===== src/shared/oame_pkg.sv =====
// Constants and carrier types for the OR, copy and load-immediate executor.
// Assumes a 12-bit opcode word and an 8-bit datapath with 32 file registers.
package oame_pkg;
   localparam int          OPC_W        = 12;
   localparam int          DATA_W       = 8;
   localparam int          ADDR_W       = 5;
   localparam int          NUM_REGS     = 32;
   localparam int          DEST_BIT     = 5;
   localparam logic [3:0]  OP_ORI       = 4'hd;
   localparam logic [3:0]  OP_LDI       = 4'hc;
   localparam logic [5:0]  OP_ORREG     = 6'h04;
   localparam logic [5:0]  OP_COPY      = 6'h08;
   localparam logic [7:0]  ACC_RESET    = 8'h00;
   localparam logic [7:0]  ZERO_BYTE    = 8'h00;

   typedef enum logic [2:0]
   {
      OAME_NONE,
      OAME_OR_IMMEDIATE_INTO_ACCUMULATOR,
      OAME_OR_ACCUMULATOR_WITH_REGISTER,
      OAME_COPY_REGISTER,
      OAME_LOAD_IMMEDIATE
   } oame_op_type;

   // Write request toward the file register array.
   typedef struct packed
   {
      logic              en;
      logic [4:0]        addr;
      logic [7:0]        data;
   } oame_wr_type;
endpackage


===== src/hdl/oame_exec.sv =====
// Executes four single-cycle instructions of an 8-bit core: two ORs, a register
// copy and a literal load. Assumes the register file is outside, read
// combinationally at the addressed index and written on the next clock edge.
// Overview of operation
// - Opcode 1101 kkkk kkkk: accumulator ORed with literal, zero flag updated, one cycle.
// - Opcode 0001 00df ffff: accumulator ORed with file register, zero flag, one cycle.
// - Register OR result goes to accumulator when d is 0, register when 1.
// - Opcode 0010 00df ffff copies register to accumulator or itself, updating zero.
// - Copy with d of 1 keeps register value yet sets zero flag from it.
`timescale 1ns/10ps
module oame_exec
(
   // Clock and reset
   input  wire logic                 clk_i,
   input  wire logic                 rstn_i,
   // Instruction issue, one per cycle while valid
   input  wire logic                 instr_valid_i,
   input  wire logic [11:0]          instr_i,
   // File register read port
   output logic      [4:0]           rd_addr_o,
   input  wire logic [7:0]           rd_data_i,
   // File register write port and executor state
   output oame_pkg::oame_wr_type     wr_o,
   output logic      [7:0]           acc_o,
   output logic                      zero_o,
   output logic                      handled_o
);

////////////////////////////////////////////////////////////////////////////////

   oame_pkg::oame_op_type op;
   logic                  dest_reg;
   logic [7:0]            literal;
   logic [7:0]            result;
   logic                  acc_we;
   logic                  zero_we;
   logic [7:0]            next_acc;
   logic                  next_zero;
   oame_pkg::oame_wr_type next_wr;

   function automatic oame_pkg::oame_op_type decode(input logic [11:0] w);
      if (w[11:8] == oame_pkg::OP_ORI)
         return oame_pkg::OAME_OR_IMMEDIATE_INTO_ACCUMULATOR;
      if (w[11:8] == oame_pkg::OP_LDI)
         return oame_pkg::OAME_LOAD_IMMEDIATE;
      if (w[11:6] == oame_pkg::OP_ORREG)
         return oame_pkg::OAME_OR_ACCUMULATOR_WITH_REGISTER;
      if (w[11:6] == oame_pkg::OP_COPY)
         return oame_pkg::OAME_COPY_REGISTER;
      return oame_pkg::OAME_NONE;
   endfunction

   assign op        = instr_valid_i ? decode(instr_i) : oame_pkg::OAME_NONE;
   assign dest_reg  = instr_i[oame_pkg::DEST_BIT];
   assign literal   = instr_i[7:0];
   assign rd_addr_o = instr_i[4:0];
   assign handled_o = (op != oame_pkg::OAME_NONE);

////////////////////////////////////////////////////////////////////////////////

   always_comb
   begin
      result  = oame_pkg::ZERO_BYTE;
      acc_we  = 1'b0;
      zero_we = 1'b0;
      next_wr = '0;
      unique case (op)
         oame_pkg::OAME_OR_IMMEDIATE_INTO_ACCUMULATOR:
         begin
            result  = acc_o | literal;
            acc_we  = 1'b1;
            zero_we = 1'b1;
         end
         oame_pkg::OAME_OR_ACCUMULATOR_WITH_REGISTER:
         begin
            result  = acc_o | rd_data_i;
            zero_we = 1'b1;
            acc_we  = !dest_reg;
            next_wr = '{en: dest_reg, addr: instr_i[4:0], data: result};
         end
         oame_pkg::OAME_COPY_REGISTER:
         begin
            // Writing the same value back keeps the register; with d set only zero moves.
            result  = rd_data_i;
            zero_we = 1'b1;
            acc_we  = !dest_reg;
            next_wr = '{en: dest_reg, addr: instr_i[4:0], data: result};
         end
         oame_pkg::OAME_LOAD_IMMEDIATE:
         begin
            result = literal;
            acc_we = 1'b1;
         end
         oame_pkg::OAME_NONE:
         begin
            result = oame_pkg::ZERO_BYTE;
         end
      endcase
   end

   assign next_acc  = acc_we ? result : acc_o;
   assign next_zero = zero_we ? (result == oame_pkg::ZERO_BYTE) : zero_o;

   always_ff @(posedge clk_i or negedge rstn_i)
   begin
      if (!rstn_i)
      begin
         acc_o  <= oame_pkg::ACC_RESET;
         zero_o <= 1'b0;
         wr_o   <= '0;
      end
      else
      begin
         acc_o  <= next_acc;
         zero_o <= next_zero;
         wr_o   <= next_wr;
      end
   end

   // Recomputed from the pins rather than taken from op, so a slip in the decoder shows up here.
   logic known_issue;
   logic to_reg_issue;

   assign known_issue  = instr_valid_i && (instr_i[11:8] == oame_pkg::OP_ORI || instr_i[11:8] == oame_pkg::OP_LDI
                         || instr_i[11:6] == oame_pkg::OP_ORREG || instr_i[11:6] == oame_pkg::OP_COPY);
   assign to_reg_issue = instr_valid_i && instr_i[oame_pkg::DEST_BIT]
                         && (instr_i[11:6] == oame_pkg::OP_ORREG || instr_i[11:6] == oame_pkg::OP_COPY);
endmodule


===== config.mk =====
export PLATFORM = sky130hd
export DESIGN_NAME = oame_exec
export DESIGN_NICKNAME = d
export VERILOG_FILES = /design/src/shared/oame_pkg.sv /design/src/hdl/oame_exec.sv
export SDC_FILE = /design/constraint.sdc
export NUM_CORES = 1
export LEC_CHECK = 0
export BUFFER_PORTS_ARGS = -buffer_cell sky130_fd_sc_hd__buf_2
export CAP_MARGIN = 20
export CELL_PAD_IN_SITES_DETAIL_PLACEMENT = 0
export CELL_PAD_IN_SITES_GLOBAL_PLACEMENT = 1
export CORE_MARGIN = 2
export CORE_UTILIZATION = 34
export DETAILED_ROUTE_END_ITERATION = 6
export PLACE_DENSITY = 0.86
export SLEW_MARGIN = 15
export SYNTH_ARGS = -nofsm -noshare
export SYNTH_HDL_FRONTEND = slang
export SYNTH_SLANG_ARGS = --single-unit

===== constraint.sdc =====
create_clock -name clk_i -period 1.9 [get_ports clk_i]
set_clock_uncertainty 0.15 [all_clocks]
set_input_delay 0.19 -clock clk_i [delete_from_list [all_inputs] [get_ports clk_i]]
set_output_delay 0.19 -clock clk_i [all_outputs]
set_load 0.01 [all_outputs]

; Word level (Yosys, flattened, before mapping)
; Index checks and enable logic that the tools add are counted.
[op_classes]
n_eq_ne = 8
mux = 23
bitwise_logic = 2
n_reduce_logical = 7
[ops]
columns = op, count
row1 = 8-bit one-hot mux with 5 select lines, 1
row2 = 14-bit one-hot mux with 2 select lines, 1
row3 = 3-bit two-way mux, 9
row4 = 8-bit bitwise OR, 2
row5 = 1-bit two-way mux, 11
row6 = "4-bit equality test, second input constant", 2
row7 = 8-bit logical NOT, 1
row8 = "3-bit by 2-bit equality test with 1-bit output, second input constant", 2
row9 = "6-bit by 3-bit equality test with 1-bit output, second input constant", 1
row10 = "6-bit by 4-bit equality test with 1-bit output, second input constant", 1
row11 = 2-bit OR reduction, 2
row12 = "3-bit by 1-bit equality test with 1-bit output, second input constant", 1
row13 = "3-bit equality test, second input constant", 1
row14 = 3-bit logical NOT, 1
row15 = 3-bit nonzero test, 1
row16 = 3-bit OR reduction, 1
row17 = 1-bit one-hot mux with 2 select lines, 1
row18 = 1-bit logical NOT, 1
[totals]
regBits = 23
in_bits = 23
out_inout_bits = 29
word_cells = 45

; Depth between registers and ports, before layout
; Gate-level depths: netlist of run 1.
[logic_depth]
ltp_word = 16
depth_mapped = 7
ltp_nobuf = 5

; Least setup slack after synthesis of run 1
; No wires, ideal clock.
[synth_path]
kind = flip-flop to flip-flop
start = reg acc_o[3]
end = reg zero_o
setup_time_ns = 0.077
arrival_ns = 1.296
required_time_ns = 1.673
setup_slack_ns = 0.377
path_stages_with_launch = 6
path_buffers = 0
period_less_slack_ns = 1.523
path_cell_list = dfrtp_1 > nor4_1 > a211oi_1 > nor4_2 > nand4_1 > a21oi_1
[synth_via]
elab_chain_len = 3
word_cells_on_any_way = 4
cone_classes = 1 x mux / 2 x bitwise / 1 x reduce/logical
[synth_lines]
columns = element, line_no
row1 = "start, declared", oame_exec.sv:24  ; output logic [7:0] acc_o,
row2 = "start signal, assigned", oame_exec.sv:108  ; acc_o <= oame_pkg::ACC_RESET;
row3 = "start signal, assigned", oame_exec.sv:114  ; acc_o <= next_acc;
row4 = "8-bit bitwise OR, on equally long branches", "oame_exec.sv:76, oame_exec.sv:70"
row5 = 8-bit one-hot mux with 5 select lines *, oame_exec.sv:67  ; unique case (op)
row6 = 8-bit logical NOT *, oame_exec.sv:102  ; assign next_zero = zero_we ? (result == oame_pkg::ZERO_BYTE) : zero_o;
row7 = "end signal, assigned", oame_exec.sv:115  ; zero_o <= next_zero;
row8 = "end, declared", oame_exec.sv:25  ; output logic zero_o,
; Every way passes the cells marked *; elsewhere a longest branch is shown, timed or not.
; A chain may end at the register's enable or synchronous reset.

; Worst setup path in the final report of run 1
; Same ends and word-level chain as after synthesis.

==> reports/metrics.yaml, run 1 <==
status: "complete, no violations"
design.die.area_mm2: 0.00414
start_kind: "register"
yosys_most_used_dff: "dfrtp_1"
cts_buffer_depth: 2
synth.distinct_cells: 38
clk_latency_ps: 310
num_rows: 21
cts-root-buf: "clkbuf_4"
yosysMostFrequentCell: "dfrtp_1"
synth.net_count: 145
synth_edf_count: 0
crit_arrival_ps: 1850
grt_max_degree: 24
synth_area_leader_cell: "dfrtp_1"
whs_ps: 17.8
synth-async-reset-ratio: 1.00
grt_pass1_vias: 1200
tightest_slew_ps: 490
hold_viol: 0
drv_cap: 0
port-buffer-count: 51
end_kind: "register"
synth_common_cells: "dfrtp_1, a21oi_1, nand3_1"
drc: 0
min_period_ps: 1750
ys_warn_count: 0
slew_viol_final: 0
synth_area_leaders: "dfrtp_1, a21oi_1, buf_4"
synth.avg_cell_area_um2: 10.1
cts.sinks: 23
grt_pass1_wl_um: 5730
crit_path_max_fanout: 4
fin_util: 0.482
setup_viol: 0
grt.total_usage: 0.179
via_count: 1217
drtIter0Drc: 60
powerDensity_mw_per_mm2: 586
p_leak_nw: 0.874
layout-drive-gt1-share: 0.409
fp.coreArea_mm2: 0.00342
rsz0062_at_grt: "false"
syn_inst: 122
nNetsFinal: 205
wl_per_cell_um: 15.4
antenna_found_initial: 0
slew_headroom: 0.673
place.gp.congestion: 0.822
grt_overflow: 0
synth_area_mm2: 0.00124
clkTransAtPathRegs_ps: 130
seq_area_um2: 577
antennaDiodeCount: 0
detail-route-antenna-nets: 0
dr.pass1.iters: 4
htreeDepth: 1
dieHeight_um: 64.3
wl_um: 3490
initial_core_util: 0.362
crit_type: "register to register"
ir_drop_v: 0.000198
cts_tree: "done"
stdcell_count: 227
cts_setup_buffers: 0
fin_setup_tns_ps: 0
dp.cells: 216
fill_cells: 354
required_ps: 1990
ys_seq_area_frac: 0.465
timing.final.crit_share: 0.923
multi_input_area_um2: 591
cts_made_buffers: 3
hold_class: "primary input to register"
syn_to_final_growth_pct: 33.0
fmax_mhz: 570
ys_ff_latch: 23
post-dp-hpwl_um: 2660
drt-vias-per-instance: 5.36
netlist.area_leader.share: 0.465
fp.dieW_um: 64.3
io_pins: 52
## cell usage in the layout (no fill, tap or decap), drive strengths merged, types with 2 or more instances in the layout
cell type	count
nor4	3
a22o	6
nand2	5
nor2	7
a21o	6
dfrtp	23
clkbuf	3
nand4	2
o21ai	8
a31oi	2
buf	59
nand3	9
nor3	4
inv	2
a21oi	12
dlygate4sd3	7
nor2b	2
and2	6
## area by class of cell
type / count / share of cell area
clock buffers: 3 / 0.0137
clock inverters: 1 / 0.00304
inverters: 2 / 0.00456
multi-input cells: 86 / 0.359
flip-flops and latches: 23 / 0.351
well taps: 46 / 0.0350
repair buffers: 66 / 0.234
## report_power, final
| group | switching, mW | internal [mW] |
|---|---|---|
| registers | 0.0235 | 0.509 |
| clock network | 0.141 | 0.0785 |
| logic | 0.114 | 0.0972 |
## layer usage
| layer | routed length, µm | GRT usage |
|---|---|---|
| met5 | 0 | 0 |
| met4 | 29 | 0.0638 |
| met3 | 266 | 0.0229 |
| met2 | 1720 | 0.303 |
| met1 | 1480 | 0.235 |
## logic make-up after synthesis
group | after synthesis | synth area share
and+or+nand+nor | 43 | 0.224
AOI/OAI and AO/OA | 42 | 0.234
DFF | 23 | 0.465
buffers and inverters | 13 | 0.0698
xor gates and xnor gates | 1 | 0.00708
## critical path, stage by stage, from the launching register on
cell      delay, ps
dfrtp_2         470
nor4_4          320
a211oi_1        140
nor4_2          330
nand4_1         130
a21oi_1         160
## flip-flops by register name, summed over array words and instances (netlist names)
name    flops
zero_o      1
wr_o       14
acc_o       8
## stage by stage
step           total power [mW]  setup WS, ps  cell area [µm²]
2_1_floorplan             0.643           377             1240
3_3_place_gp              0.729           205             1530
3_5_place_dp              0.734           185             1530
6_report                  0.964           147             1650
4_1_cts                   0.963          96.6             1620
5_1_grt                    1.03          3.33             1650
## final timing paths
kind                            cells after the start  slack, ps    startpoint       end
worst max-delay path                                5        150      acc_o[3]    zero_o
worst min-delay path                                3         20  rd_data_i[6]   wr_o[6]
max in group asynchronous                           2       1030        rstn_i  acc_o[3]
worst min register to register                      2        450        zero_o    zero_o
worst max register to register                      5        150      acc_o[3]    zero_o
min in group asynchronous                           2        220        rstn_i  acc_o[1]
## repair_timing
action | in CTS | in global routing
endpoints found under the hold margin | 28 | 1
resized for setup | 0 | 3
setup endpoints to repair | 0 | 1
hold buffers | 6 | 1
Note: power is estimated with default switching activity, not from simulation.
==> run 2: changes to the inputs <==
CORE_ASPECT_RATIO = 0.6   (was default)
==> reports/metrics.yaml, run 2 (synthesis results as in run 1) <==
powerDensity_mw_per_mm2: 654  # +12%
status: "complete, no violations"
crit_path_max_fanout: 4  # unchanged
regMostFlops: "wr_o"
clkTransAtPathRegs_ps: 80  # -50 ps
layout_common_cells: "buf_2, dfrtp_1, a21oi_1, nand3_1, buf_4"
pre_cts_ws_ps: 166  # -18.7 ps
ir_drop_v: 0.000274  # +38%
syn_to_final_growth_pct: 27.6
min-delay-start: "instr_i[0]"
port-buffer-count: 51  # unchanged
dpl_cell_area_mm2: 0.00152  # -0.57%
path_cells: "nor4_1 -> a211oi_1 -> nor4_2 -> nand4_1 -> a21oi_1"
drc: 0  # unchanged
wl_um: 3470  # -0.57%
cts-root-buf: "clkbuf_8"
io_pins: 52  # unchanged
rsz0062_at_grt: "false"
fp.coreArea_mm2: 0.00336  # -1.5%
setup_viol: 0  # unchanged
layout-drive-gt1-share: 0.408  # -0.000794
met3_usage: 0.0486  # +0.0257
design.die.area_mm2: 0.00415  # +0.38%
path_buf_inv: 0  # unchanged
detail-route-antenna-nets: 0  # unchanged
post-dp-hpwl_um: 2660  # +0.13%
grt.total_usage: 0.181  # +0.00171
cts_buffer_depth: 2  # unchanged
grt_util_met1: 0.264  # +0.0290
via_count: 1195  # -1.8%
hold_class: "primary input to register"
dp.cells: 214  # -0.93%
min_period_ps: 1730  # -25.1 ps
grt_pass1_wl_um: 5500  # -4.0%
place.gp.congestion: 0.919  # +12%
fmax_mhz: 579  # +1.5%
grt_overflow: 0  # unchanged
drt-vias-per-instance: 5.46  # +1.8%
num_rows: 16  # -24%
crit_type: "register to register"
slowest_delay_ps: 430  # -40 ps
crit_slowest_cell: "dfrtp_1"
tightest_slew_ps: 523  # +33.1 ps
cts.sinks: 23  # unchanged
stdcell_count: 219  # -3.5%
slew_headroom: 0.651  # -0.0220
reg_top3: "wr_o (14), acc_o (8), zero_o (1)"
timing.final.crit_share: 0.909  # -0.0132
nNetsFinal: 198  # -3.4%
cts_tree: "done"
min_to: "wr_o[8]"
crit_arrival_ps: 1780  # -70 ps
antennaDiodeCount: 0  # unchanged
fp.dieW_um: 81.9  # +27%
r2r-end: "zero_o"
required_ps: 1950  # -40 ps
grt_pass1_vias: 1094  # -8.8%
top_usage_layer: "met2"
clk_latency_ps: 270  # -40 ps
path_depth: 5  # unchanged
r2r_slack_ps: 170  # +30 ps
design_area_mm2: 0.00158  # -4.0%
antenna_found_initial: 0  # unchanged
cts_made_buffers: 3  # unchanged
dr.pass1.iters: 4  # unchanged
drv_cap: 0  # unchanged
largest_reg_flops: 14  # unchanged
dieHeight_um: 50.7  # -21%
fin_setup_tns_ps: 0  # unchanged
worst-r2r-cell-count: 5  # unchanged
htreeDepth: 1  # unchanged
grt_max_degree: 24  # unchanged
r2r_start: "acc_o[3]"
end_kind: "register"
use_met2: 0.266  # -0.0378
wl_per_cell_um: 15.8  # +3.1%
cts_setup_buffers: 0  # unchanged
slew_viol_final: 0  # unchanged
fin_ws_ps: 172  # +25.1 ps
p_leak_nw: 0.847  # -3.1%
cp_top_family: "simple AND/OR/NAND/NOR gates"
final_common_cell: "buf_2"
min_path_cells: 2  # -1
hold_viol: 0  # unchanged
drtIter0Drc: 56  # -6.7%
whs_ps: 34.0  # +16.1 ps
initial_core_util: 0.368  # +0.00566
start_kind: "register"
[run 2: layout make-up]
cell class                 instances  area [µm²]
multi-input combinational         86         576
sequential                        23         576
inverter                           2        7.51
clock inverter                     1        5.00
clock buffer                       3        41.3
tap                               45        56.3
timing repair buffer              59         318
fill                             338        1780
[run 2: metrics by stage]
step,power (mW),util
global placement,0.726,0.453
detailed placement,0.731,0.453
CTS,1.04,0.469
global route,1.09,0.469
floorplan,0.643,-
finish,1.03,0.469
[run 2: where the power goes]
| part | internal, mW | total, mW | switching [mW] |
|---|---|---|---|
| Sequential | 0.508 | 0.531 | 0.0222 |
| Clock | 0.147 | 0.310 | 0.163 |
| Combinational | 0.0822 | 0.192 | 0.110 |
| Total | 0.737 | 1.03 | 0.295 |
[run 2: what timing repair did]
action | 4_1_cts | 5_1_grt
gates resized for setup | 0 | 0
hold buffers | 1 | 0
hold endpoints to repair | 23 | 0
[run 2: how the worst max path moves through the flow]
| stage | slack, ps | startpoint | end |
|---|---|---|---|
| after global placement | 260 | instr_i[9] | acc_o[6] |
| after detailed placement | 170 | instr_i[9] | zero_o |
| after floorplan | 380 | acc_o[3] | zero_o |
| after CTS | 180 | acc_o[3] | zero_o |
| final | 170 | acc_o[3] | zero_o |
| after global routing | 30 | acc_o[3] | zero_o |
[run 2: layer usage]
layer | wire (µm) | up-vias
li1 | - | 557
met1 | 1630 | 560
met2 | 1470 | 76
met3 | 342 | 2
met4 | 16 | 0
met5 | 0 | -
==> run 3: changes to the inputs <==
HOLD_SLACK_MARGIN = 0.06   (was default)
==> reports/metrics.yaml, run 3 (synthesis results as in run 1) <==
largest_reg_flops: 14  # unchanged
layout-drive-gt1-share: 0.406  # -0.00249
start_kind: "primary input"
top_usage_layer: "met2"
grt_pass1_vias: 1111  # +1.6%
design.die.area_mm2: 0.00415  # unchanged
pre_cts_ws_ps: 166  # unchanged
p_leak_nw: 0.874  # +3.1%
htreeDepth: 1  # unchanged
grt.total_usage: 0.184  # +0.00267
rsz0062_at_grt: "false"
drc: 0  # unchanged
cts_tree: "done"
syn_to_final_growth_pct: 33.4
grt_pass1_wl_um: 5580  # +1.5%
slew_viol_final: 0  # unchanged
nNetsFinal: 204  # +3.0%
crit_type: "primary input to register"
port-buffer-count: 51  # unchanged
final_common_cell: "buf_2"
antennaDiodeCount: 0  # unchanged
ir_drop_v: 0.000275  # +0.41%
antenna_found_initial: 0  # unchanged
drt-vias-per-instance: 5.45  # -0.14%
fp.coreArea_mm2: 0.00336  # unchanged
drv_cap: 0  # unchanged
detail-route-antenna-nets: 0  # unchanged
crit_arrival_ps: 1800  # +20 ps
crit_path_max_fanout: 4  # unchanged
grt_util_met1: 0.267  # +0.00335
use_met2: 0.271  # +0.00542
hold_class: "primary input to register"
end_kind: "register"
clk_latency_ps: 270  # about the same
fin_ws_ps: 147  # -25.1 ps
grt_overflow: 0  # unchanged
multi_input_area_um2: 587  # +2.0%
initial_core_util: 0.368  # unchanged
cts-root-buf: "clkbuf_8"
post-dp-hpwl_um: 2660  # unchanged
seq_area_um2: 576  # unchanged
grt_max_degree: 24  # unchanged
dieHeight_um: 50.7  # unchanged
cts.sinks: 23  # unchanged
num_rows: 16  # unchanged
drtIter0Drc: 56  # unchanged
via_count: 1226  # +2.6%
powerDensity_mw_per_mm2: 633  # -3.1%
clkTransAtPathRegs_ps: 80  # about the same
fmax_mhz: 570  # -1.4%
wl_per_cell_um: 15.8  # about the same
cts_made_buffers: 3  # unchanged
dr.pass1.iters: 4  # unchanged
status: "complete, no violations"
fill_cells: 331  # -2.1%
required_ps: 1950  # about the same
cts_setup_buffers: 0  # unchanged
slew_headroom: 0.653  # +0.00154
cts_buffer_depth: 2  # unchanged
timing.final.crit_share: 0.923  # +0.0132
total_power_mw: 1.05  # +1.2%
wl_um: 3560  # +2.7%
tightest_slew_ps: 521  # -2.30 ps
fin_util: 0.491  # +0.0212
min_period_ps: 1750  # +25.1 ps
fin_setup_tns_ps: 0  # unchanged
io_pins: 52  # unchanged
regMostFlops: "wr_o"
reg_top3: "wr_o (14), acc_o (8), zero_o (1)"
met3_usage: 0.0486  # unchanged
hold_viol: 0  # unchanged
place.gp.congestion: 0.919  # unchanged
fp.dieW_um: 81.9  # unchanged
setup_viol: 0  # unchanged
layout_common_cells: "buf_2, dfrtp_1, a21oi_1, nand3_1"
==> run 3: cell count changes in the layout (fill, tap and decap cells not counted) <==
cell / before / now
nor3_1: 4 / 3
dlygate4sd3_1: 1 / 7
nor4_2: 1 / 2
nor4_1: 2 / 1
nor3_2: 0 / 1
==> run 3: what timing repair did <==
item,4_1_cts,5_1_grt
endpoints found under the hold margin,29,0
resized for setup,0,2
setup endpoints to repair,0,1
hold buffers,7,0
==> run 3: metal layers <==
layer | vias up | share of wire
met1 | 594 | 0.46
met3 | 2 | 0.10
li1 | 566 | -
met2 | 64 | 0.43
met4 | 0 | 0.0045
met5 | - | 0
==> run 3: power breakdown <==
part / switching [mW] / leakage (nW) / internal [mW]
clock network: 0.164 / 0.0255 / 0.147
logic: 0.113 / 0.535 / 0.0907
registers: 0.0222 / 0.313 / 0.508
==> run 3: worst paths after layout <==
kind / to / cells after the start / slack (ps) / start
max: zero_o / 7 / 150 / instr_i[4]
min: wr_o[6] / 3 / 60 / rd_data_i[6]
max reg2reg: zero_o / 5 / 160 / acc_o[3]
min reg2reg: acc_o[6] / 1 / 430 / acc_o[6]
max in group asynchronous: wr_o[7] / 2 / 980 / rstn_i
min in group asynchronous: wr_o[11] / 2 / 270 / rstn_i
==> run 3: stage by stage <==
step	area (µm²)	hold slack, ps	instances
5_1_grt	1650	75.4	225
3_5_place_dp	1520	44.1	214
4_1_cts	1640	60.1	225
2_1_floorplan	1240	-256	122
3_3_place_gp	1520	32.9	214
6_report	1650	64.7	225
==> run 3: critical path: stages <==
cell	delay [ps]
dlygate4sd3_1	530
buf_2	150
nor4_2	180
a21oi_1	120
nor4_2	350
nand4_1	140
a21oi_1	150
==> run 3: cell type report <==
cell class | count | area share
clock buffer | 3 | 0.0250
sequential | 23 | 0.349
inverter | 2 | 0.00455
tap | 45 | 0.0341
timing repair buffer | 65 | 0.229
multi-input combinational | 86 | 0.356
clock inverter | 1 | 0.00303
